===== src/dlm_pkg.sv =====
package dlm_pkg;

    // register offsets
    localparam logic [7:0] OFS_ENC_CAP      = 8'h4a;
    localparam logic [7:0] OFS_PORT_SEL     = 8'h4c;
    localparam logic [7:0] OFS_PORT_STATUS  = 8'h4d;
    localparam logic [7:0] OFS_LINK_ERR_MON = 8'hb9;
    localparam logic [7:0] OFS_ENC_CRC_CTRL = 8'hba;
    localparam logic [7:0] OFS_RSVD_BB      = 8'hbb;
    localparam logic [7:0] OFS_FRAME_VALID_MIN_TIME  = 8'hbc;
    localparam logic [7:0] OFS_RSVD_BD      = 8'hbd;
    localparam logic [7:0] OFS_GPIO_PD_DIS  = 8'hbe;
    localparam logic [7:0] OFS_RSVD_BF      = 8'hbf;

    // link error monitor fields
    localparam int THRESH_LSB     = 0;
    localparam int THRESH_W       = 4;
    localparam int CNT_EN_BIT     = 4;
    localparam int WAIT_IGN_BIT   = 5;
    localparam logic [3:0] RST_THRESH   = 4'h3;
    localparam logic       RST_CNT_EN   = 1'h1;
    localparam logic       RST_WAIT_IGN = 1'h1;

    // encoder crc control fields
    localparam int CRC_DIS_BIT    = 7;
    localparam int CAP_BIT        = 4;
    localparam logic       RST_CRC_DIS  = 1'h1;
    localparam logic [6:0] RST_ENC_RSVD = 7'h03;
    localparam logic       RST_CRC_CAP  = 1'h0;

    // frame valid minimum time
    localparam logic [7:0] RST_FV_MIN   = 8'h80;

    // reserved read values
    localparam logic [7:0] RSVD_BB_VAL  = 8'h74;
    localparam logic [7:0] RSVD_BD_VAL  = 8'h00;
    localparam logic [7:0] RSVD_BF_VAL  = 8'h00;

    // gpio pulldown
    localparam logic [6:0] RST_PD_DIS   = 7'h00;

    // port select fields: write enables in low bits, read port at bit 4
    localparam int PSEL_RD_BIT    = 4;
    localparam logic [7:0] RST_PORT_SEL = 8'h01;

    // lock tracking states
    typedef enum logic [1:0]
    {
        DLM_UNLOCKED = 2'b01,
        DLM_LOCKED   = 2'b10
    } dlm_lock_e;

endpackage


===== src/dlm_regs_top.sv =====
`timescale 1ns/1ps
// Overview of operation
// - error counter or receiver lock loss drops link lock
// - counter advances on pixel clock periods only
// - parity, clock and control faults count
// - lock lost when count reaches threshold
// - bit 4 enables error counting
// - counting disabled: first error drops lock
// - ignore bit set: filter-wait errors ignored
// - ignore bit clear: filter-wait errors count
// - encoder bit 7 set disables crc check
// - crc on: failed packets never update info
// - raw frame start after minimum valid time
// - pulldown on when input, unless disabled
// - port select picks per-port register target
module dlm_regs_top
#(
    parameter int NPORTS = 2,
    parameter int NGPIO  = 7
)
(
    input  wire logic                   sys_clk,
    input  wire logic                   rst,
    // register access from the i2c target
    input  wire logic [7:0]             reg_addr,
    input  wire logic [7:0]             reg_wdata,
    input  wire logic                   reg_wr,
    input  wire logic                   reg_rd,
    output logic [7:0]                  reg_rdata,
    output logic                        reg_rvalid,
    // per-port link side
    input  wire logic [NPORTS-1:0]      pix_en,
    input  wire logic [NPORTS-1:0]      cdr_lock,
    input  wire logic [NPORTS-1:0]      err_parity,
    input  wire logic [NPORTS-1:0]      err_clock,
    input  wire logic [NPORTS-1:0]      err_ctrl,
    input  wire logic [NPORTS-1:0]      filter_wait,
    input  wire logic [NPORTS-1:0]      raw_mode,
    input  wire logic [NPORTS-1:0]      frame_valid,
    input  wire logic [NPORTS-1:0]      enc_pkt_valid,
    input  wire logic [NPORTS-1:0]      enc_pkt_crc_ok,
    input  wire logic [NPORTS-1:0][7:0] enc_pkt_info,
    output logic [NPORTS-1:0]           link_locked,
    output logic [NPORTS-1:0]           frame_start,
    output logic [NPORTS-1:0][7:0]      link_info,
    // gpio pads
    input  wire logic [NGPIO-1:0]       gpio_out_en,
    output logic [NGPIO-1:0]            gpio_pulldown_en
);

    logic [7:0]             port_sel;
    logic                   crc_cap;
    logic [NGPIO-1:0]       pd_dis;

    logic [NPORTS-1:0][3:0] thresh;
    logic [NPORTS-1:0]      cnt_en;
    logic [NPORTS-1:0]      wait_ign;
    logic [NPORTS-1:0]      crc_dis;
    logic [NPORTS-1:0][6:0] enc_rsvd;
    logic [NPORTS-1:0][7:0] fv_min;

    logic [NPORTS-1:0]      mon_locked;
    logic [NPORTS-1:0][3:0] mon_count;
    logic [NPORTS-1:0]      fs_pulse;

    logic                   rd_port;
    logic [7:0]             next_rdata;

    // shared registers
    always_ff @(posedge sys_clk)
    begin
        if (rst)
        begin
            port_sel <= dlm_pkg::RST_PORT_SEL;
            crc_cap  <= dlm_pkg::RST_CRC_CAP;
            pd_dis   <= dlm_pkg::RST_PD_DIS;
        end
        else if (reg_wr)
        begin
            if (reg_addr == dlm_pkg::OFS_PORT_SEL)
            begin
                port_sel <= reg_wdata;
            end
            if (reg_addr == dlm_pkg::OFS_ENC_CAP)
            begin
                crc_cap <= reg_wdata[dlm_pkg::CAP_BIT];
            end
            if (reg_addr == dlm_pkg::OFS_GPIO_PD_DIS)
            begin
                pd_dis <= reg_wdata[NGPIO-1:0];
            end
        end
    end

    // pulldown only while the pin is not driven
    always_ff @(posedge sys_clk)
    begin
        if (rst)
        begin
            gpio_pulldown_en <= ~gpio_out_en & ~dlm_pkg::RST_PD_DIS;
        end
        else
        begin
            gpio_pulldown_en <= ~gpio_out_en & ~pd_dis;
        end
    end

    genvar p;
    generate
        for (p = 0; p < NPORTS; p++)
        begin : g_port
            // a write lands on every port enabled in the select register
            always_ff @(posedge sys_clk)
            begin
                if (rst)
                begin
                    thresh[p]   <= dlm_pkg::RST_THRESH;
                    cnt_en[p]   <= dlm_pkg::RST_CNT_EN;
                    wait_ign[p] <= dlm_pkg::RST_WAIT_IGN;
                    crc_dis[p]  <= dlm_pkg::RST_CRC_DIS;
                    enc_rsvd[p] <= dlm_pkg::RST_ENC_RSVD;
                    fv_min[p]   <= dlm_pkg::RST_FV_MIN;
                end
                else if (reg_wr && port_sel[p])
                begin
                    if (reg_addr == dlm_pkg::OFS_LINK_ERR_MON)
                    begin
                        thresh[p]   <= reg_wdata[dlm_pkg::THRESH_LSB +: dlm_pkg::THRESH_W];
                        cnt_en[p]   <= reg_wdata[dlm_pkg::CNT_EN_BIT];
                        wait_ign[p] <= reg_wdata[dlm_pkg::WAIT_IGN_BIT];
                    end
                    if (reg_addr == dlm_pkg::OFS_ENC_CRC_CTRL)
                    begin
                        crc_dis[p]  <= reg_wdata[dlm_pkg::CRC_DIS_BIT];
                        enc_rsvd[p] <= reg_wdata[6:0];
                    end
                    if (reg_addr == dlm_pkg::OFS_FRAME_VALID_MIN_TIME)
                    begin
                        fv_min[p] <= reg_wdata;
                    end
                end
            end

            dlm_err_mon u_err_mon
            (
                .sys_clk     (sys_clk),
                .rst         (rst),
                .pix_en      (pix_en[p]),
                .cdr_lock    (cdr_lock[p]),
                .err_parity  (err_parity[p]),
                .err_clock   (err_clock[p]),
                .err_ctrl    (err_ctrl[p]),
                .filter_wait (filter_wait[p]),
                .cnt_en      (cnt_en[p]),
                .ignore_wait (wait_ign[p]),
                .thresh      (thresh[p]),
                .locked      (mon_locked[p]),
                .err_count   (mon_count[p])
            );

            dlm_fs_gen u_fs_gen
            (
                .sys_clk     (sys_clk),
                .rst         (rst),
                .pix_en      (pix_en[p]),
                .raw_mode    (raw_mode[p]),
                .frame_valid (frame_valid[p]),
                .min_time    (fv_min[p]),
                .frame_start (fs_pulse[p])
            );

            // failed-crc packets are dropped only while checking is on
            always_ff @(posedge sys_clk)
            begin
                if (rst)
                begin
                    link_info[p] <= 8'h00;
                end
                else if (enc_pkt_valid[p] && (crc_dis[p] || enc_pkt_crc_ok[p]))
                begin
                    link_info[p] <= enc_pkt_info[p];
                end
            end

            // registered copies keep outputs straight from flops
            always_ff @(posedge sys_clk)
            begin
                if (rst)
                begin
                    link_locked[p] <= 1'b0;
                    frame_start[p] <= 1'b0;
                end
                else
                begin
                    link_locked[p] <= mon_locked[p];
                    frame_start[p] <= fs_pulse[p];
                end
            end
        end
    endgenerate

    // read port index from select bit 4; a single-port build always reads port 0
    assign rd_port = (NPORTS > 1) ? port_sel[dlm_pkg::PSEL_RD_BIT] : 1'b0;

    always_comb
    begin
        next_rdata = 8'h00;
        unique case (reg_addr)
            dlm_pkg::OFS_PORT_SEL:
            begin
                next_rdata = port_sel;
            end
            dlm_pkg::OFS_ENC_CAP:
            begin
                next_rdata[dlm_pkg::CAP_BIT] = crc_cap;
            end
            dlm_pkg::OFS_PORT_STATUS:
            begin
                next_rdata = {mon_count[rd_port], 3'h0, mon_locked[rd_port]};
            end
            dlm_pkg::OFS_LINK_ERR_MON:
            begin
                next_rdata = {2'h0, wait_ign[rd_port], cnt_en[rd_port], thresh[rd_port]};
            end
            dlm_pkg::OFS_ENC_CRC_CTRL:
            begin
                next_rdata = {crc_dis[rd_port], enc_rsvd[rd_port]};
            end
            dlm_pkg::OFS_RSVD_BB:
            begin
                next_rdata = dlm_pkg::RSVD_BB_VAL;
            end
            dlm_pkg::OFS_FRAME_VALID_MIN_TIME:
            begin
                next_rdata = fv_min[rd_port];
            end
            dlm_pkg::OFS_RSVD_BD:
            begin
                next_rdata = dlm_pkg::RSVD_BD_VAL;
            end
            dlm_pkg::OFS_GPIO_PD_DIS:
            begin
                next_rdata[NGPIO-1:0] = pd_dis;
            end
            dlm_pkg::OFS_RSVD_BF:
            begin
                next_rdata = dlm_pkg::RSVD_BF_VAL;
            end
            default:
            begin
                next_rdata = 8'h00;
            end
        endcase
    end

    // read data one cycle after the strobe
    always_ff @(posedge sys_clk)
    begin
        if (rst)
        begin
            reg_rdata  <= 8'h00;
            reg_rvalid <= 1'b0;
        end
        else
        begin
            reg_rvalid <= reg_rd;
            if (reg_rd)
            begin
                reg_rdata <= next_rdata;
            end
        end
    end

endmodule


===== src/dlm_err_mon.sv =====
`timescale 1ns/1ps
module dlm_err_mon
(
    input  wire logic       sys_clk,
    input  wire logic       rst,
    input  wire logic       pix_en,
    input  wire logic       cdr_lock,
    input  wire logic       err_parity,
    input  wire logic       err_clock,
    input  wire logic       err_ctrl,
    input  wire logic       filter_wait,
    input  wire logic       cnt_en,
    input  wire logic       ignore_wait,
    input  wire logic [3:0] thresh,
    output logic            locked,
    output logic [3:0]      err_count
);

    dlm_pkg::dlm_lock_e state;
    logic       link_err;
    logic [4:0] next_count;

    // parity, embedded clock and control faults all count
    assign link_err   = (err_parity | err_clock | err_ctrl)
                        & ~(ignore_wait & filter_wait);
    assign next_count = {1'b0, err_count} + 5'h01;

    // only advanced on pixel clock periods
    always_ff @(posedge sys_clk)
    begin
        if (rst)
        begin
            state     <= dlm_pkg::DLM_UNLOCKED;
            err_count <= 4'h0;
        end
        else if (pix_en)
        begin
            unique case (state)
                dlm_pkg::DLM_UNLOCKED:
                begin
                    err_count <= 4'h0;
                    if (cdr_lock && !link_err)
                    begin
                        state <= dlm_pkg::DLM_LOCKED;
                    end
                end
                dlm_pkg::DLM_LOCKED:
                begin
                    if (!cdr_lock)
                    begin
                        state     <= dlm_pkg::DLM_UNLOCKED;
                        err_count <= 4'h0;
                    end
                    else if (link_err)
                    begin
                        if (!cnt_en || next_count >= {1'b0, thresh})
                        begin
                            state     <= dlm_pkg::DLM_UNLOCKED;
                            err_count <= 4'h0;
                        end
                        else
                        begin
                            err_count <= next_count[3:0];
                        end
                    end
                end
                default:
                begin
                    state <= dlm_pkg::DLM_UNLOCKED;
                end
            endcase
        end
    end

    assign locked = (state == dlm_pkg::DLM_LOCKED);

endmodule


===== src/dlm_fs_gen.sv =====
`timescale 1ns/1ps
module dlm_fs_gen
(
    input  wire logic       sys_clk,
    input  wire logic       rst,
    input  wire logic       pix_en,
    input  wire logic       raw_mode,
    input  wire logic       frame_valid,
    input  wire logic [7:0] min_time,
    output logic            frame_start
);

    logic [7:0] fv_count;
    logic       fired;

    // one start per frame; count stops once it has fired
    always_ff @(posedge sys_clk)
    begin
        if (rst)
        begin
            fv_count    <= 8'h00;
            fired       <= 1'b0;
            frame_start <= 1'b0;
        end
        else
        begin
            frame_start <= 1'b0;
            if (pix_en)
            begin
                if (!frame_valid || !raw_mode)
                begin
                    fv_count <= 8'h00;
                    fired    <= 1'b0;
                end
                else if (!fired)
                begin
                    if (fv_count >= min_time)
                    begin
                        frame_start <= 1'b1;
                        fired       <= 1'b1;
                    end
                    else
                    begin
                        fv_count <= fv_count + 8'h01;
                    end
                end
            end
        end
    end

endmodule


===== config.mk =====
export PLATFORM = sky130hd
export DESIGN_NAME = dlm_regs_top
export DESIGN_NICKNAME = d
export VERILOG_FILES = /design/src/dlm_pkg.sv /design/src/dlm_regs_top.sv /design/src/dlm_err_mon.sv /design/src/dlm_fs_gen.sv
export SDC_FILE = /design/constraint.sdc
export NUM_CORES = 1
export LEC_CHECK = 0
export ABC_AREA = 1
export BUFFER_PORTS_ARGS = -buffer_cell sky130_fd_sc_hd__clkbuf_2
export CAP_MARGIN = 20
export CORE_MARGIN = 2
export CORE_UTILIZATION = 40
export DETAILED_ROUTE_END_ITERATION = 7
export PLACE_DENSITY_LB_ADDON = 0.1
export REMOVE_ABC_BUFFERS = 1
export SLEW_MARGIN = 5
export SYNTH_ARGS = -nofsm -noshare
export SYNTH_HDL_FRONTEND = slang
export SYNTH_SLANG_ARGS = --single-unit

===== constraint.sdc =====
create_clock -name sys_clk -period 1.78 [get_ports sys_clk]
set_clock_uncertainty 0.1 [all_clocks]
set_input_delay 0.178 -clock sys_clk [delete_from_list [all_inputs] [get_ports sys_clk]]
set_output_delay 0.178 -clock sys_clk [all_outputs]
set_load 0.02 [all_outputs]

==> results.py <==
metrics = {
    "floorplanning": {
        "fp.dieH_um": 130.4,
        "io_pins": 99,
        "dieArea_um2": 17010,
        "rows": 46,
        "core_um2": 15770,
        "start_util_pct": 40.54,
        "die_x_um": 130.4,
    },
    "global_routing": {
        "grt_pass1_wl_um": 29350,
        "grtUsageTotal_pct": 22.48,
        "gr-total-overflow": 0,
        "antenna_found_initial": 0,
        "grt_max_degree": 90,
        "grt_pass1_vias": 5936,
    },
    "synthesis": {
        "synthArstFlopShare_pct": 0,
        "synth_ff_type": "dfxtp_1",
        "synthDistinctLibCells": 36,
        "synth_edf_count": 0,
        "synthTopCellsByArea": "dfxtp_1 40%, nand2_1 11%, a21oi_1 7.4%, nor2_1 6.3%, inv_1 5.7%",
        "synth_area_um2": 6394,
        "yosysWarnings": 0,
        "synth_seq_cells": 128,
        "synth_area_leader_cell": "dfxtp_1",
        "ys_seq_area_share_pct": 40.08,
        "syn_inst": 895,
        "avgSynthCellArea_um2": 7.144,
        "synth_top_area_share_pct": 40.08,
    },
    "sta": {
        "finalSetupViolCount": 0,
        "final.period_utilization_pct": 98.64,
        "rsz0062_at_grt": "true",
        "hold_viol": 0,
        "max_slew_margin_pct": 63.54,
        "finalSetupTns_ps": 0,
        "max_clock_freq_mhz": 569.5,
        "slew_violations": 0,
        "final.min_clock_period_ps": 1756,
        "worst_slew_pin_slew_ps": 543.3,
    },
    "detailed_routing": {
        "routed_wl_um": 18800,
        "drt_first_pass_iters": 5,
        "detail_route.iter0.violations": 332,
        "vias": 6386,
        "routed_via_density": 4.890,
        "routedWlPerCell_um": 14.40,
        "drtAntennaViolNets": 0,
        "drc": 0,
    },
    "worst_setup_path": {
        "worstPathMaxFanout": 3,
        "arrival_ps": 1990,
        "rr_worst_depth": 12,
        "crit_type": "reg -> reg",
        "cp_num_buf_inv": 1,
        "ff2ff_setup_slack_ps": 20,
        "crit_top_cell": "nand2_1",
        "cp_data_required_time_ps": 2010,
        "crit_family": "simple AND/OR/NAND/NOR gates",
        "max_stage_delay_ps": 350,
        "rr_startpoint": "g_port[1].u_err_mon.err_count[0]",
        "r2r-end": "g_port[1].u_err_mon.state[1]",
        "crit_path_end_kind": "register",
        "cp_slowest_cell": "dfxtp_4",
        "path_cells": "ha_4 > ha_4 > nand2_2 > nand2_2 > nand2_1 > nand2_1 > nand2_1 > nand2_2 > buf_6 > nand4_1 > nand2_1 > nor2_1",
        "crit_path_start_kind": "register",
    },
    "hold_path": {
        "hp-class": "in -> reg",
        "worstHoldStart": "pix_en[0]",
        "hold_depth": 3,
        "min_to": "g_port[0].u_fs_gen.fired",
    },
    "clock_network": {
        "path_clk_slew_ps": 60,
        "cts_made_buffers": 17,
        "root_buffer": "clkbuf_16",
        "clock_latency_ps": 430,
        "htree_levels": 4,
        "clockBufferDepth": 2,
        "clkSinkCount": 128,
        "cts_tree": "yes",
    },
    "power": {
        "power.switching_mw": 1.765,
        "irDropWorstVdd_uv": 680.2,
        "power.internal_mw": 5.626,
        "leakage_nw": 4.004,
        "combPwrFrac_pct": 9.1,
        "power.density_nw_per_um2": 835.9,
        "power_frac_seq_pct": 40.0,
        "clkPwrFrac_pct": 50.9,
        "p_sw_share_pct": 23.88,
    },
    "layout": {
        "area_delta_synth_final_pct": 38.28,
        "nets": 1168,
        "diodes": 0,
        "design_area_um2": 8841,
        "filler_cell_count": 1596,
        "layout-drive-gt1-share_pct": 27.06,
    },
    "placed_design": {
        "gp_congestion": 0.9030,
        "dp_hpwl_um": 13100,
        "placed_area_um2": 7421,
        "port_buffers": 98,
    },
    "run": {
        "maxCapViolations": 0,
    },
    "run_status": {
        "status": "completed",
    },
}
## layout make-up
class	instances	area [um2]	share of cell area, %
well taps	216	270.3	3.057
repair buffers	187	1286	14.55
clock inverters	11	160.2	1.811
flip-flops and latches	128	2589	29.28
clock buffers	21	470.5	5.321
multi-input cells	638	3666	41.47
inverters	105	399.1	4.515
## logic make-up after synthesis
group	share of synthesized area [%]
DFF	40.08
AOI/OAI and AO/OA	17.75
buffers and inverters	8.160
and+or+nand+nor	27.03
xor gates and xnor gates	1.507
adders and majority gates	5.480
## registers in the layout, summed over array words and instances (netlist names), 4 cells and up
signal,count
fv_min,16
g_port.u_fs_gen.fv_count,16
link_info,16
enc_rsvd,14
g_port.u_err_mon.err_count,8
port_sel,8
reg_rdata,8
thresh,8
gpio_pulldown_en,7
pd_dis,7
g_port.u_err_mon.state,4
## per-stage QoR
step	hold WS, ps	std cells	util [%]	setup WS (ps)	power, mW
after detailed placement	235.4	1234	47.06	-52.78	3.616
after CTS	0.5852	1296	53.03	-12.72	7.424
final	19.05	1306	56.06	24.15	7.391
after global routing	16.48	1306	56.06	-81.68	7.655
after global placement	234.5	1234	47.06	-31.17	3.616
after floorplan	147.1	871	-	-199.2	3.328
## worst register-to-register path: cells and delay by family, from the launching register on
| family | cells | cell delay [ps] |
|---|---|---|
| simple gates | 9 | 580 |
| fa+ha+maj | 2 | 510 |
| buf+inv | 1 | 110 |
| flops | 1 | 350 |
## Yosys cell counts, types with 15 or more instances
master	n
a21oi_1	94
clkbuf_1	15
dfxtp_1	128
ha_1	28
inv_1	97
nand2_1	188
nand3_1	50
nor2_1	107
o211ai_1	16
o21ai_0	72
o21ai_1	16
## cells in the final DEF (no fill, tap or decap), drive strengths merged, types with 30 or more instances in the layout
cell type,Yosys,layout
nor2,116,116
dlygate4sd3,0,30
nand2,200,200
inv,103,103
nand3,52,52
o21ai,88,88
buf,9,59
dfxtp,128,128
clkbuf,15,119
a21oi,94,94
## power groups by stage
stage / sequential, mW / combinational (mW) / clock, mW
3_5_place_dp: 3.02 / 0.596 / 0
3_3_place_gp: 3.02 / 0.598 / 0
4_1_cts: 2.96 / 0.650 / 3.82
5_1_grt: 2.96 / 0.746 / 3.95
6_report: 2.95 / 0.674 / 3.76
2_1_floorplan: 3.07 / 0.258 / 0
## what timing repair did
item / CTS / global route
endpoints found under the hold margin: 31 / 0
hold buffers: 30 / 0
setup buffers: 0 / 10
pin swaps: 1 / 43
resized for setup: 4 / 84
endpoints found under the setup margin: 6 / 32
## worst max path at each step
| stage | slack (ps) | depth (start not counted) | to | start |
|---|---|---|---|---|
| detailed placement | -50 | 10 | g_port[0].u_err_mon.err_count[1] | g_port[0].u_err_mon.err_count[1] |
| global placement | -30 | 11 | g_port[1].u_err_mon.err_count[1] | g_port[1].u_err_mon.err_count[0] |
| floorplan | -200 | 9 | reg_rdata[4] | port_sel[4] |
| global route | -80 | 12 | g_port[1].u_err_mon.state[1] | g_port[1].u_err_mon.err_count[0] |
| finish | 20 | 12 | g_port[1].u_err_mon.state[1] | g_port[1].u_err_mon.err_count[0] |
| CTS | -10 | 10 | g_port[0].u_err_mon.state[0] | g_port[0].u_err_mon.err_count[1] |
## layer usage
| metal | GRT usage (%) | part of all wire [%] | vias up |
|---|---|---|---|
| li1 | - | - | 3306 |
| met3 | 4.927 | 3.3 | 29 |
| met1 | 29.38 | 46 | 2938 |
| met5 | 0 | 0 | - |
| met4 | 7.447 | 1.8 | 0 |
| met2 | 37.14 | 48 | 113 |
(Power assumes the default switching activity.)
